==> config.mk <==
export PLATFORM = sky130hd
export DESIGN_NAME = cctmr_top
export DESIGN_NICKNAME = d
export VERILOG_FILES = /design/src/core/cctmr_pkg.sv /design/src/core/cctmr_top.sv
export SDC_FILE = /design/constraint.sdc
export NUM_CORES = 1
export LEC_CHECK = 0
export CAP_MARGIN = 20
export CORE_MARGIN = 5
export CORE_UTILIZATION = 25
export CTS_CLUSTER_DIAMETER = 100
export DETAILED_ROUTE_END_ITERATION = 8
export DONT_BUFFER_PORTS = 1
export GPL_ROUTABILITY_DRIVEN = 0
export SYNTH_ARGS = -nofsm -noshare
export SYNTH_HDL_FRONTEND = slang
export SYNTH_SLANG_ARGS = --single-unit
==> constraint.sdc <==
create_clock -name ref_clk -period 2.9 [get_ports ref_clk]
set_clock_uncertainty 0.2 [all_clocks]
set_input_delay 0.145 -clock ref_clk [delete_from_list [all_inputs] [get_ports ref_clk]]
set_output_delay 0.145 -clock ref_clk [all_outputs]
set_load 0.01 [all_outputs]
==> src/core/cctmr_pkg.sv <==
`default_nettype none

package cctmr_pkg;

	// ------------------------------------------------------------
	// Register indices (byte address is four times the index)
	// ------------------------------------------------------------
	localparam logic [5:0] IDX_CTRL = 6'h12;
	localparam logic [5:0] IDX_STATUS = 6'h13;
	localparam logic [5:0] IDX_CAP_HI = 6'h14;
	localparam logic [5:0] IDX_CAP_LO = 6'h15;
	localparam logic [5:0] IDX_CMP_HI = 6'h16;
	localparam logic [5:0] IDX_CMP_LO = 6'h17;
	localparam logic [5:0] IDX_CNT_HI = 6'h18;
	localparam logic [5:0] IDX_CNT_LO = 6'h19;
	localparam logic [5:0] IDX_ALT_HI = 6'h1A;
	localparam logic [5:0] IDX_ALT_LO = 6'h1B;

	// ------------------------------------------------------------
	// Reset values and timing
	// ------------------------------------------------------------
	localparam logic [15:0] CNT_RESET = 16'hFFFC;
	localparam logic [15:0] CNT_MAX = 16'hFFFF;
	localparam logic [15:0] CMP_RESET = 16'h0000;
	localparam logic [15:0] CAP_RESET = 16'h0000;
	localparam logic [7:0] CTRL_RESET = 8'h00;
	localparam logic [1:0] PRESC_LAST = 2'h3;
	localparam logic [1:0] RESP_OKAY = 2'h0;
	localparam logic [1:0] RESP_SLVERR = 2'h2;

	// ------------------------------------------------------------
	// Field layouts
	// ------------------------------------------------------------
	typedef struct packed {
		logic capture_irq_en;
		logic compare_irq_en;
		logic overflow_irq_en;
		logic timer_run;
		logic [1:0] spare;
		logic capture_edge_sel;
		logic compare_out_level;
	} cctmr_ctrl_s;

	typedef struct packed {
		logic capture_flag;
		logic compare_flag;
		logic overflow_flag;
	} cctmr_flags_s;

	localparam cctmr_flags_s FLAGS_RESET = 3'h0;

	// Which phase the read channel is in: waiting for an address or holding data
	typedef enum logic [1:0] {
		CCTMR_RD_IDLE = 2'b00,
		CCTMR_RD_DATA = 2'b01
	} cctmr_rd_e;

endpackage : cctmr_pkg

`default_nettype wire

==> src/core/cctmr_top.sv <==
`default_nettype none

// What this block does
// - Irq only when flag and enable set
// - Timer held in reset while run off
// - Edge select: one rising, zero falling
// - Compare match copies level bit to pin
// - Capture flag set; cleared via status, capture low
// - Compare flag set; cleared via status, compare low
// - Overflow flag on wrap; cleared via status, counter low
// - Status access arms, associated access clears
// - Status access then counter high leaves overflow armed
// - Alternate counter reads never touch overflow flag
// - Runs in wait; enabled irq wakes
// - Stop freezes counter; resume from held value
// - Reset out of stop forces FFFC
// - Stop edge arms capture, shown on wake
// - Reset discards capture taken during stop
// - Status read only, three flags
// - Counter advances every four clocks
// - High read freezes low byte buffer
// - Compare high write blocks match until low
// - Capture high read blocks run-mode transfer until low; stop wake transfer ignores it
module cctmr_top (
	input wire logic ref_clk,
	input wire logic reset_n,
	input wire logic [7:0] s_axi_awaddr,
	input wire logic s_axi_awvalid,
	output logic s_axi_awready,
	input wire logic [31:0] s_axi_wdata,
	input wire logic [3:0] s_axi_wstrb,
	input wire logic s_axi_wvalid,
	output logic s_axi_wready,
	output logic [1:0] s_axi_bresp,
	output logic s_axi_bvalid,
	input wire logic s_axi_bready,
	input wire logic [7:0] s_axi_araddr,
	input wire logic s_axi_arvalid,
	output logic s_axi_arready,
	output logic [31:0] s_axi_rdata,
	output logic [1:0] s_axi_rresp,
	output logic s_axi_rvalid,
	input wire logic s_axi_rready,
	input wire logic wait_mode,
	input wire logic stop_mode,
	input wire logic capture_pin,
	output logic compare_pin,
	output logic timer_irq,
	output logic wake_req
);
	import cctmr_pkg::*;

	// ------------------------------------------------------------
	// Helpers
	// ------------------------------------------------------------
	function automatic logic idx_mapped(input logic [5:0] idx);
		idx_mapped = (idx >= IDX_CTRL) && (idx <= IDX_ALT_LO);
	endfunction : idx_mapped

	cctmr_ctrl_s ctrl_reg;
	cctmr_flags_s flags_reg;
	cctmr_flags_s arm_reg;
	cctmr_rd_e rd_state_reg;
	logic [15:0] counter_reg;
	logic [1:0] presc_reg;
	logic [15:0] compare_reg;
	logic [15:0] capture_reg;
	logic [15:0] stop_cap_reg;
	logic stop_pend_reg;
	logic stop_q_reg;
	logic cap_s1_reg, cap_s2_reg, cap_s3_reg;
	logic [7:0] cnt_buf_reg;
	logic cnt_frozen_reg;
	logic cap_inhibit_reg;
	logic cmp_inhibit_reg;
	logic aw_held_reg, w_held_reg;
	logic [5:0] aw_idx_reg;
	logic [7:0] w_byte_reg;
	logic w_lane_reg;
	logic [7:0] rd_mux;

	// ------------------------------------------------------------
	// Bus access decode
	// ------------------------------------------------------------
	logic rd_fire, wr_fire;
	logic [5:0] rd_idx;
	logic tick, run, edge_seen, match, stop_exit;
	assign rd_fire = s_axi_arvalid && s_axi_arready;
	assign wr_fire = aw_held_reg && w_held_reg && !s_axi_bvalid;
	assign rd_idx = s_axi_araddr[7:2];

	// Access of either kind counts for the two-step flag clear
	logic acc_status, acc_cap_lo, acc_cmp_lo, acc_cnt_lo;
	assign acc_status = (rd_fire && rd_idx == IDX_STATUS) || (wr_fire && aw_idx_reg == IDX_STATUS);
	assign acc_cap_lo = (rd_fire && rd_idx == IDX_CAP_LO) || (wr_fire && aw_idx_reg == IDX_CAP_LO);
	assign acc_cmp_lo = (rd_fire && rd_idx == IDX_CMP_LO) || (wr_fire && aw_idx_reg == IDX_CMP_LO);
	assign acc_cnt_lo = (rd_fire && rd_idx == IDX_CNT_LO) || (wr_fire && aw_idx_reg == IDX_CNT_LO);

	// ------------------------------------------------------------
	// Write channels
	// ------------------------------------------------------------
	// Address and data are taken in either order, held until both are in
	always_ff @(posedge ref_clk or negedge reset_n) begin
		if (!reset_n) begin
			aw_held_reg <= 1'b0;
			aw_idx_reg <= 6'h00;
			s_axi_awready <= 1'b1;
		end else if (s_axi_awvalid && s_axi_awready) begin
			aw_held_reg <= 1'b1;
			aw_idx_reg <= s_axi_awaddr[7:2];
			s_axi_awready <= 1'b0;
		end else if (wr_fire) begin
			aw_held_reg <= 1'b0;
		end else if (s_axi_bvalid && s_axi_bready) begin
			s_axi_awready <= 1'b1;
		end
	end

	always_ff @(posedge ref_clk or negedge reset_n) begin
		if (!reset_n) begin
			w_held_reg <= 1'b0;
			w_byte_reg <= 8'h00;
			w_lane_reg <= 1'b0;
			s_axi_wready <= 1'b1;
		end else if (s_axi_wvalid && s_axi_wready) begin
			w_held_reg <= 1'b1;
			w_byte_reg <= s_axi_wdata[7:0];
			w_lane_reg <= s_axi_wstrb[0];
			s_axi_wready <= 1'b0;
		end else if (wr_fire) begin
			w_held_reg <= 1'b0;
		end else if (s_axi_bvalid && s_axi_bready) begin
			s_axi_wready <= 1'b1;
		end
	end

	// Response one cycle after both halves are in
	always_ff @(posedge ref_clk or negedge reset_n) begin
		if (!reset_n) begin
			s_axi_bvalid <= 1'b0;
			s_axi_bresp <= RESP_OKAY;
		end else if (wr_fire) begin
			s_axi_bvalid <= 1'b1;
			s_axi_bresp <= idx_mapped(aw_idx_reg) ? RESP_OKAY : RESP_SLVERR;
		end else if (s_axi_bready) begin
			s_axi_bvalid <= 1'b0;
		end
	end

	logic wr_byte;
	assign wr_byte = wr_fire && w_lane_reg;

	// Control register; status stays read only, writes there are dropped
	always_ff @(posedge ref_clk or negedge reset_n) begin
		if (!reset_n) begin
			ctrl_reg <= CTRL_RESET;
		end else if (wr_byte && aw_idx_reg == IDX_CTRL) begin
			ctrl_reg <= {w_byte_reg[7:4], 2'b00, w_byte_reg[1:0]};
		end
	end

	// Compare bytes written independently; high write blocks matching
	always_ff @(posedge ref_clk or negedge reset_n) begin
		if (!reset_n) begin
			compare_reg <= CMP_RESET;
			cmp_inhibit_reg <= 1'b0;
		end else if (wr_byte && aw_idx_reg == IDX_CMP_HI) begin
			compare_reg[15:8] <= w_byte_reg;
			cmp_inhibit_reg <= 1'b1;
		end else if (wr_byte && aw_idx_reg == IDX_CMP_LO) begin
			compare_reg[7:0] <= w_byte_reg;
			cmp_inhibit_reg <= 1'b0;
		end
	end

	// ------------------------------------------------------------
	// Read channel
	// ------------------------------------------------------------
	// Low byte of a counter returns the frozen buffer after a high read
	always_comb begin
		rd_mux = 8'h00;
		case (rd_idx)
			IDX_CTRL: rd_mux = ctrl_reg;
			IDX_STATUS: rd_mux = {flags_reg, 5'h00};
			IDX_CAP_HI: rd_mux = capture_reg[15:8];
			IDX_CAP_LO: rd_mux = capture_reg[7:0];
			IDX_CMP_HI: rd_mux = compare_reg[15:8];
			IDX_CMP_LO: rd_mux = compare_reg[7:0];
			IDX_CNT_HI, IDX_ALT_HI: rd_mux = counter_reg[15:8];
			IDX_CNT_LO, IDX_ALT_LO: rd_mux = cnt_frozen_reg ? cnt_buf_reg : counter_reg[7:0];
			default: rd_mux = 8'h00;
		endcase
	end

	always_ff @(posedge ref_clk or negedge reset_n) begin
		if (!reset_n) begin
			rd_state_reg <= CCTMR_RD_IDLE;
			s_axi_arready <= 1'b1;
			s_axi_rvalid <= 1'b0;
			s_axi_rdata <= 32'h00000000;
			s_axi_rresp <= RESP_OKAY;
		end else begin
			case (rd_state_reg)
				CCTMR_RD_IDLE: begin
					if (rd_fire) begin
						rd_state_reg <= CCTMR_RD_DATA;
						s_axi_arready <= 1'b0;
						s_axi_rvalid <= 1'b1;
						s_axi_rdata <= {24'h000000, rd_mux};
						s_axi_rresp <= idx_mapped(rd_idx) ? RESP_OKAY : RESP_SLVERR;
					end
				end
				CCTMR_RD_DATA: begin
					if (s_axi_rready) begin
						rd_state_reg <= CCTMR_RD_IDLE;
						s_axi_arready <= 1'b1;
						s_axi_rvalid <= 1'b0;
					end
				end
				default: rd_state_reg <= CCTMR_RD_IDLE;
			endcase
		end
	end

	// High-byte read latches low byte; repeated high reads keep it
	always_ff @(posedge ref_clk or negedge reset_n) begin
		if (!reset_n) begin
			cnt_buf_reg <= 8'h00;
			cnt_frozen_reg <= 1'b0;
		end else if (rd_fire && (rd_idx == IDX_CNT_HI || rd_idx == IDX_ALT_HI)) begin
			if (!cnt_frozen_reg) begin
				cnt_buf_reg <= counter_reg[7:0];
			end
			cnt_frozen_reg <= 1'b1;
		end else if (rd_fire && (rd_idx == IDX_CNT_LO || rd_idx == IDX_ALT_LO)) begin
			cnt_frozen_reg <= 1'b0;
		end
	end

	// Capture high read blocks run-mode transfers until the low byte is read; the stop-wake transfer ignores it
	always_ff @(posedge ref_clk or negedge reset_n) begin
		if (!reset_n) begin
			cap_inhibit_reg <= 1'b0;
		end else if (rd_fire && rd_idx == IDX_CAP_HI) begin
			cap_inhibit_reg <= 1'b1;
		end else if (rd_fire && rd_idx == IDX_CAP_LO) begin
			cap_inhibit_reg <= 1'b0;
		end
	end

	// ------------------------------------------------------------
	// Counter and prescaler
	// ------------------------------------------------------------
	assign run = ctrl_reg.timer_run;
	assign tick = run && !stop_mode && presc_reg == PRESC_LAST;

	// Timer off holds the reset condition; stop just freezes counter and prescaler
	always_ff @(posedge ref_clk or negedge reset_n) begin
		if (!reset_n) begin
			counter_reg <= CNT_RESET;
			presc_reg <= 2'h0;
		end else if (!run) begin
			counter_reg <= CNT_RESET;
			presc_reg <= 2'h0;
		end else if (!stop_mode) begin
			presc_reg <= presc_reg + 2'h1;
			if (tick) begin
				counter_reg <= counter_reg + 16'h0001;
			end
		end
	end

	// Evaluated once per count value, on its first cycle
	assign match = run && !stop_mode && presc_reg == 2'h0 && !cmp_inhibit_reg
		&& counter_reg == compare_reg;

	// Level is copied on every match, whatever the flag holds
	always_ff @(posedge ref_clk or negedge reset_n) begin
		if (!reset_n) begin
			compare_pin <= 1'b0;
		end else if (match) begin
			compare_pin <= ctrl_reg.compare_out_level;
		end
	end

	// ------------------------------------------------------------
	// Capture input
	// ------------------------------------------------------------
	// Two-stage synchroniser, third stage only for edge detection
	always_ff @(posedge ref_clk or negedge reset_n) begin
		if (!reset_n) begin
			cap_s1_reg <= 1'b0;
			cap_s2_reg <= 1'b0;
			cap_s3_reg <= 1'b0;
		end else begin
			cap_s1_reg <= capture_pin;
			cap_s2_reg <= cap_s1_reg;
			cap_s3_reg <= cap_s2_reg;
		end
	end

	assign edge_seen = ctrl_reg.capture_edge_sel ? (cap_s2_reg && !cap_s3_reg)
		: (!cap_s2_reg && cap_s3_reg);

	always_ff @(posedge ref_clk or negedge reset_n) begin
		if (!reset_n) begin
			stop_q_reg <= 1'b0;
		end else begin
			stop_q_reg <= stop_mode;
		end
	end
	assign stop_exit = stop_q_reg && !stop_mode;

	// Only the first edge in stop is kept; reset wipes it
	always_ff @(posedge ref_clk or negedge reset_n) begin
		if (!reset_n) begin
			stop_pend_reg <= 1'b0;
			stop_cap_reg <= CAP_RESET;
		end else if (!run || stop_exit) begin
			stop_pend_reg <= 1'b0;
		end else if (stop_mode && edge_seen && !stop_pend_reg) begin
			stop_pend_reg <= 1'b1;
			stop_cap_reg <= counter_reg;
		end
	end

	always_ff @(posedge ref_clk or negedge reset_n) begin
		if (!reset_n) begin
			capture_reg <= CAP_RESET;
		end else if (stop_exit && stop_pend_reg) begin
			capture_reg <= stop_cap_reg;
		end else if (run && !stop_mode && edge_seen && !cap_inhibit_reg) begin
			capture_reg <= counter_reg;
		end
	end

	// ------------------------------------------------------------
	// Flags and two-step clear
	// ------------------------------------------------------------
	logic set_cap, set_cmp, set_ovf;
	assign set_cap = (run && !stop_mode && edge_seen) || (stop_exit && stop_pend_reg);
	assign set_cmp = match;
	assign set_ovf = tick && counter_reg == CNT_MAX;

	// Set wins over a clear landing in the same cycle
	always_ff @(posedge ref_clk or negedge reset_n) begin
		if (!reset_n) begin
			flags_reg <= FLAGS_RESET;
		end else if (!run) begin
			flags_reg <= FLAGS_RESET;
		end else begin
			if (set_cap) flags_reg.capture_flag <= 1'b1;
			else if (arm_reg.capture_flag && acc_cap_lo) flags_reg.capture_flag <= 1'b0;
			if (set_cmp) flags_reg.compare_flag <= 1'b1;
			else if (arm_reg.compare_flag && acc_cmp_lo) flags_reg.compare_flag <= 1'b0;
			if (set_ovf) flags_reg.overflow_flag <= 1'b1;
			else if (arm_reg.overflow_flag && acc_cnt_lo) flags_reg.overflow_flag <= 1'b0;
		end
	end

	// Status access arms each set flag; the arm stands through counter
	// high reads, so a stray status access plus counter read clears it
	always_ff @(posedge ref_clk or negedge reset_n) begin
		if (!reset_n) begin
			arm_reg <= FLAGS_RESET;
		end else if (!run) begin
			arm_reg <= FLAGS_RESET;
		end else if (acc_status) begin
			arm_reg <= flags_reg;
		end else begin
			if (acc_cap_lo) arm_reg.capture_flag <= 1'b0;
			if (acc_cmp_lo) arm_reg.compare_flag <= 1'b0;
			if (acc_cnt_lo) arm_reg.overflow_flag <= 1'b0;
		end
	end

	// ------------------------------------------------------------
	// Interrupt request and wake
	// ------------------------------------------------------------
	logic irq_any;
	assign irq_any = (flags_reg.capture_flag && ctrl_reg.capture_irq_en)
		|| (flags_reg.compare_flag && ctrl_reg.compare_irq_en)
		|| (flags_reg.overflow_flag && ctrl_reg.overflow_irq_en);

	always_ff @(posedge ref_clk or negedge reset_n) begin
		if (!reset_n) begin
			timer_irq <= 1'b0;
			wake_req <= 1'b0;
		end else begin
			timer_irq <= irq_any;
			wake_req <= irq_any && wait_mode;
		end
	end
endmodule : cctmr_top

`default_nettype wire

=== Yosys cells after proc, flatten, opt, wreduce, memory -nomap -nowiden ===
Index checks and enable logic that the tools add are counted.

* Input port bits: 62
* Output and inout bits: 44
* Word-level logic and storage cells: 219
* Flip-flop bits (word level): 133

* Bitwise logic cells: 2
* Muxes and demuxes: 50
* Order comparisons: 4
* Reduce and logical (&&, ||, !) cells: 85
* Add/sub/neg operators: 2
* Equality and inequality tests: 32

{| class="wikitable"
|+ Operator list
! cell !! number
|-
| equality test 6 x 5 -> 1 bit (second input constant) || 16
|-
| 2-to-1 mux 16 bit || 5
|-
| case mux 8 bit (8 select lines) || 1
|-
| logical AND 1 bit || 44
|-
| 2-to-1 mux 1 bit || 31
|-
| nonzero test 2 bit || 11
|-
| != test 3 x 1 -> 1 bit (second input constant) || 6
|-
| adder 16 x 1 -> 16 bit (second input constant) || 1
|-
| equality test 16 bit || 1
|-
| equality test 16 bit (second input constant) || 1
|-
| AND reduction 2 bit || 7
|-
| greater-or-equal comparator 6 x 5 -> 1 bit (second input constant) || 2
|-
| less-or-equal comparator 6 x 5 -> 1 bit (second input constant) || 2
|-
| 2-to-1 mux 2 bit || 6
|-
| logical OR 1 bit || 10
|-
| 2-to-1 mux 3 bit || 3
|-
| logical NOT 1 bit || 8
|-
| 2-to-1 mux 8 bit || 1
|-
| != test 2 x 1 -> 1 bit (second input constant) || 3
|-
| != test 2 bit (second input constant) || 3
|-
| logical NOT 2 bit || 2
|-
| case mux 1 bit (2 select lines) || 2
|-
| case mux 2 bit (2 select lines) || 1
|-
| OR reduction 2 bit || 2
|-
| other kinds (5) || 6
|}

=== Logic depth before layout (Yosys ltp) ===
* Depth after elaboration: 8
* Mapped depth: 7
* Mapped depth without buffers: 6

=== Worst setup path after synthesis ===
No wires, ideal clock.

* Path kind: register to register
* Start point: register s_axi_arready
* End point: register cnt_buf_reg[0]
* Buffers on the path: 2
* Arrival: 1.631 ns
* Setup slack: 0.944 ns
* Cell stages (with the launch flop): 7
* Path through: dfstp_2 and2_1 buf_2 nand2_1 or3_1 buf_6 mux2_4

* Longest elaborated chain between the ends: 2

{| class="wikitable"
|+ RTL lines
! what !! RTL line !! text
|-
| start: declaration || cctmr_top.sv:39 || <nowiki>output logic s_axi_arready,</nowiki>
|-
| start signal: assignment || cctmr_top.sv:198 || <nowiki>s_axi_arready <= 1'b1;</nowiki>
|-
| start signal: assignment || cctmr_top.sv:207 || <nowiki>s_axi_arready <= 1'b0;</nowiki>
|-
| start signal: assignment || cctmr_top.sv:216 || <nowiki>s_axi_arready <= 1'b1;</nowiki>
|-
| logical AND 1 bit || cctmr_top.sv:88 || <nowiki>assign rd_fire = s_axi_arvalid && s_axi_arready;</nowiki>
|-
| logical AND 1 bit || cctmr_top.sv:230 || <nowiki>end else if (rd_fire && (rd_idx == IDX_CNT_HI || rd_idx == IDX_ALT_HI)) begin</nowiki>
|-
| end signal: assignment || cctmr_top.sv:232 || <nowiki>cnt_buf_reg <= counter_reg[7:0];</nowiki>
|-
| end: declaration || cctmr_top.sv:72 || <nowiki>logic [7:0] cnt_buf_reg;</nowiki>
|}

Every way passes these cells.
A chain may end at the register's enable or synchronous reset.

=== Worst setup path in the final report ===
* Start point: register s_axi_arready
* End point: register s_axi_rdata[5]

* Longest elaborated chain between the ends: 2

{| class="wikitable"
|+ RTL lines
! what !! RTL line !! text
|-
| logical AND 1 bit || cctmr_top.sv:88 ||
|-
| AND reduction 2 bit (no source line) || - ||
|-
| end signal: assignment || cctmr_top.sv:209 || <nowiki>s_axi_rdata <= {24'h000000, rd_mux};</nowiki>
|-
| end: declaration || cctmr_top.sv:40 || <nowiki>output logic [31:0] s_axi_rdata,</nowiki>
|}

Every way passes these cells.

==> qor.yml <==
status: "complete, but fails checks"
violations: "negative hold slack"
cp.arrival_ns: 2.70
setup_ws_ns: 0.355
dp_slack_ns: 0.589
post-synth-top-area-cell: "dfrtp_1"
drive_gt1_frac: 0.291
maxSlewViolCount: 0
crit_family: "buffers and inverters"
start_kind: "flop"
synth_cells: 523
dpl.cell_count: 829
cts_buffers: 17
setup-violations-final: 0
yosysUniqueCellTypes: 59
grt_pass1_vias: 4137
postRouteAntennaNets: 0
slowest_delay_ns: 0.58
cts_tree: "built"
r2r-start: "s_axi_arready"
synth-simple-area-share: 0.0906
vdd_drop_max_mv: 0.794
ys_ff_latch: 129
root_buffer: "clkbuf_16"
p_leak_nw: 3.30
r2r_cells: 7
instances_no_fill: 894
core_area_um2: 25300
routed-via-count: 4084
ys.flop_type: "dfrtp_1"
crit_required_ns: 3.05
synth_edf_count: 0
die-area_um2: 29000
synth_area_per_cell_um2: 12.3
grt_use_total: 0.104
clock.fmax_mhz: 393
path_common_cell: "buf_4"
hold_path_class: "primary input to async pin"
cp.buffers_inverters: 3
clkTransAtPathRegs_ns: 0.06
avgRoutedWirePerCell_um: 16.4
fin_util: 0.302
synth.top_cell.area_share: 0.436
synth_fa_ha_area_frac: 0.00584
io_buffers: 0
cts_hold_buffers: 33
synth_area_um2: 6420
routed_wirelength_um: 14600
rows: 58
synth_compound_area_frac: 0.0812
num_antenna_cells: 0
start_util: 0.254
nets: 616
cp-end-kind: "flop"
tightest_slew_ns: 0.906
period_needed_ns: 2.55
slowest_stage: "dlygate4sd3_1"
rrSetupSlack_ns: 0.35
critical_path_class: "flop to flop"
tns_ns: 0
num_io_pins: 106
overflow: 0
hold_ws_ns: -0.769
yosysWarnings: 0
path_max_fanout: 10
grt_max_degree: 130
die_y_um: 170
rsz0062_at_grt: "no"
cts_resized: 0
path_cells: "and2_1, buf_4, nand2_1, nor4bb_1, dlygate4sd3_1, buf_4, a22o_1"
drc: 0
hold_violations: 129
min_period_over_period: 0.878
synth_top_family_by_area: "multiplexers"
grt_pass1_wl_um: 23400
antenna_found_initial: 0
synthMuxAreaShare: 0.213
dieWidth_um: 170
clk_latency_ns: 0.42
syn2layout_area_growth_pct: 18.7
drt-pass1-iter-count: 4
slew_headroom: 0.387
drv_cap: 0
p_per_area_nw_per_um2: 718
htree_levels: 4
synth_xor_area_frac: 0.0382
synthArstFlopShare: 1.00
vias_per_cell: 4.57
dr.first_iter.drc_count: 260
synth_area_leaders: "dfrtp_1, mux2_2, dfstp_2"
cts_sinks: 129
yosysSeqAreaShare: 0.506
worstReg2RegEnd: "s_axi_rdata[5]"
place_hpwl_um: 10100
cts.path.max_buffers: 2
worst max-delay path by stage:
stage	startpoint	to	slack, ns	cells past startpoint
floorplan	s_axi_arready	cnt_buf_reg[0]	0.94	6
global placement	s_axi_bvalid	ctrl_reg[6]	0.61	4
detailed placement	s_axi_bvalid	ctrl_reg[6]	0.59	4
CTS	s_axi_arready	s_axi_rdata[6]	0.34	7
global route	s_axi_arready	s_axi_rdata[5]	0.16	7
finish	s_axi_arready	s_axi_rdata[5]	0.35	7
final cells by class:
| type | instances | area (um2) |
|---|---|---|
| Timing Repair Buffer | 41 | 390 |
| Clock buffer | 20 | 437 |
| Clock inverter | 12 | 229 |
| Multi-Input combinational cell | 348 | 2850 |
| Tap cell | 330 | 413 |
| Inverter | 14 | 52.6 |
| Sequential cell | 129 | 3250 |
| Fill cell | 2587 | 17600 |
layer usage:
metal / wire [um] / track usage / vias up
li1: - / - / 1886
met1: 6620 / 0.142 / 2074
met2: 6920 / 0.161 / 106
met3: 763 / 0.0237 / 18
met4: 339 / 0.0406 / 0
met5: 0 / 0 / -
where the power goes:
group | internal [mW] | switching (mW)
Combinational | 0.392 | 0.229
Clock | 1.62 | 0.802
Sequential | 2.14 | 0.293
Total | 4.15 | 1.32
synthesized netlist by cell type, types with 2 or more instances:
master and count:
dfstp_2 17, buf_2 17, nor4bb_1 2, ha_1 3, dfrtp_1 112, a21o_1 2, nor2_1 14, buf_6 3
a22o_1 10, a21oi_1 17, or3_1 2, and3_1 6, mux2_4 8, a2bb2oi_1 2, mux2_2 86, nand3_1 6
buf_4 28, nor3_1 6, o221ai_1 5, inv_1 13, xor2_1 13, nand4bb_1 3, nand2b_1 5, a22oi_1 5
nand4_1 11, nor2b_1 3, xnor2_1 15, o21ai_0 16, mux4_2 8, mux2i_1 10, o21a_1 2, nand2_1 39
clkbuf_1 8
cells in the final DEF, fill, tap and decap left out, types with 6 or more instances in the layout:
| master | count |
|---|---|
| bufinv_16 | 6 |
| clkbuf_16 | 17 |
| and3_1 | 6 |
| nand4_1 | 11 |
| nand3_1 | 6 |
| buf_4 | 8 |
| dlygate4sd3_1 | 33 |
| dfstp_2 | 17 |
| o21ai_0 | 16 |
| xor2_1 | 13 |
| nand2_1 | 39 |
| nor3_1 | 6 |
| a21oi_1 | 17 |
| mux2i_1 | 10 |
| mux2_4 | 8 |
| xnor2_1 | 15 |
| nor2_1 | 14 |
| dfrtp_1 | 112 |
| mux4_2 | 8 |
| a22o_1 | 10 |
| conb_1 | 26 |
| inv_1 | 13 |
| mux2_2 | 86 |
cells by family (layout without fill, tap and decap cells):
| kind of cell | Yosys count | in the layout |
|---|---|---|
| fa+ha+maj | 3 | 3 |
| xor+xnor | 28 | 28 |
| compound gates | 72 | 72 |
| simple gates | 107 | 107 |
| flops | 129 | 129 |
| other cells | 1 | 26 |
| mux | 112 | 112 |
| buf+inv | 71 | 87 |
per-stage QoR:
step / cell area (um2) / hold slack [ns] / total power, mW
global placement: 6630 / -0.339 / 3.00
global route: 7620 / -0.794 / 5.72
floorplan: 6520 / -0.351 / 2.89
CTS: 7620 / -0.789 / 5.52
detailed placement: 6630 / -0.339 / 3.03
finish: 7620 / -0.769 / 5.48
repair_timing:
action | in CTS | in global routing
setup endpoints to repair | 0 | 0
buffers inserted | 0 | 0
hold endpoints to repair | 178 | 129
No activity file was read; power rests on OpenSTA's default activity.
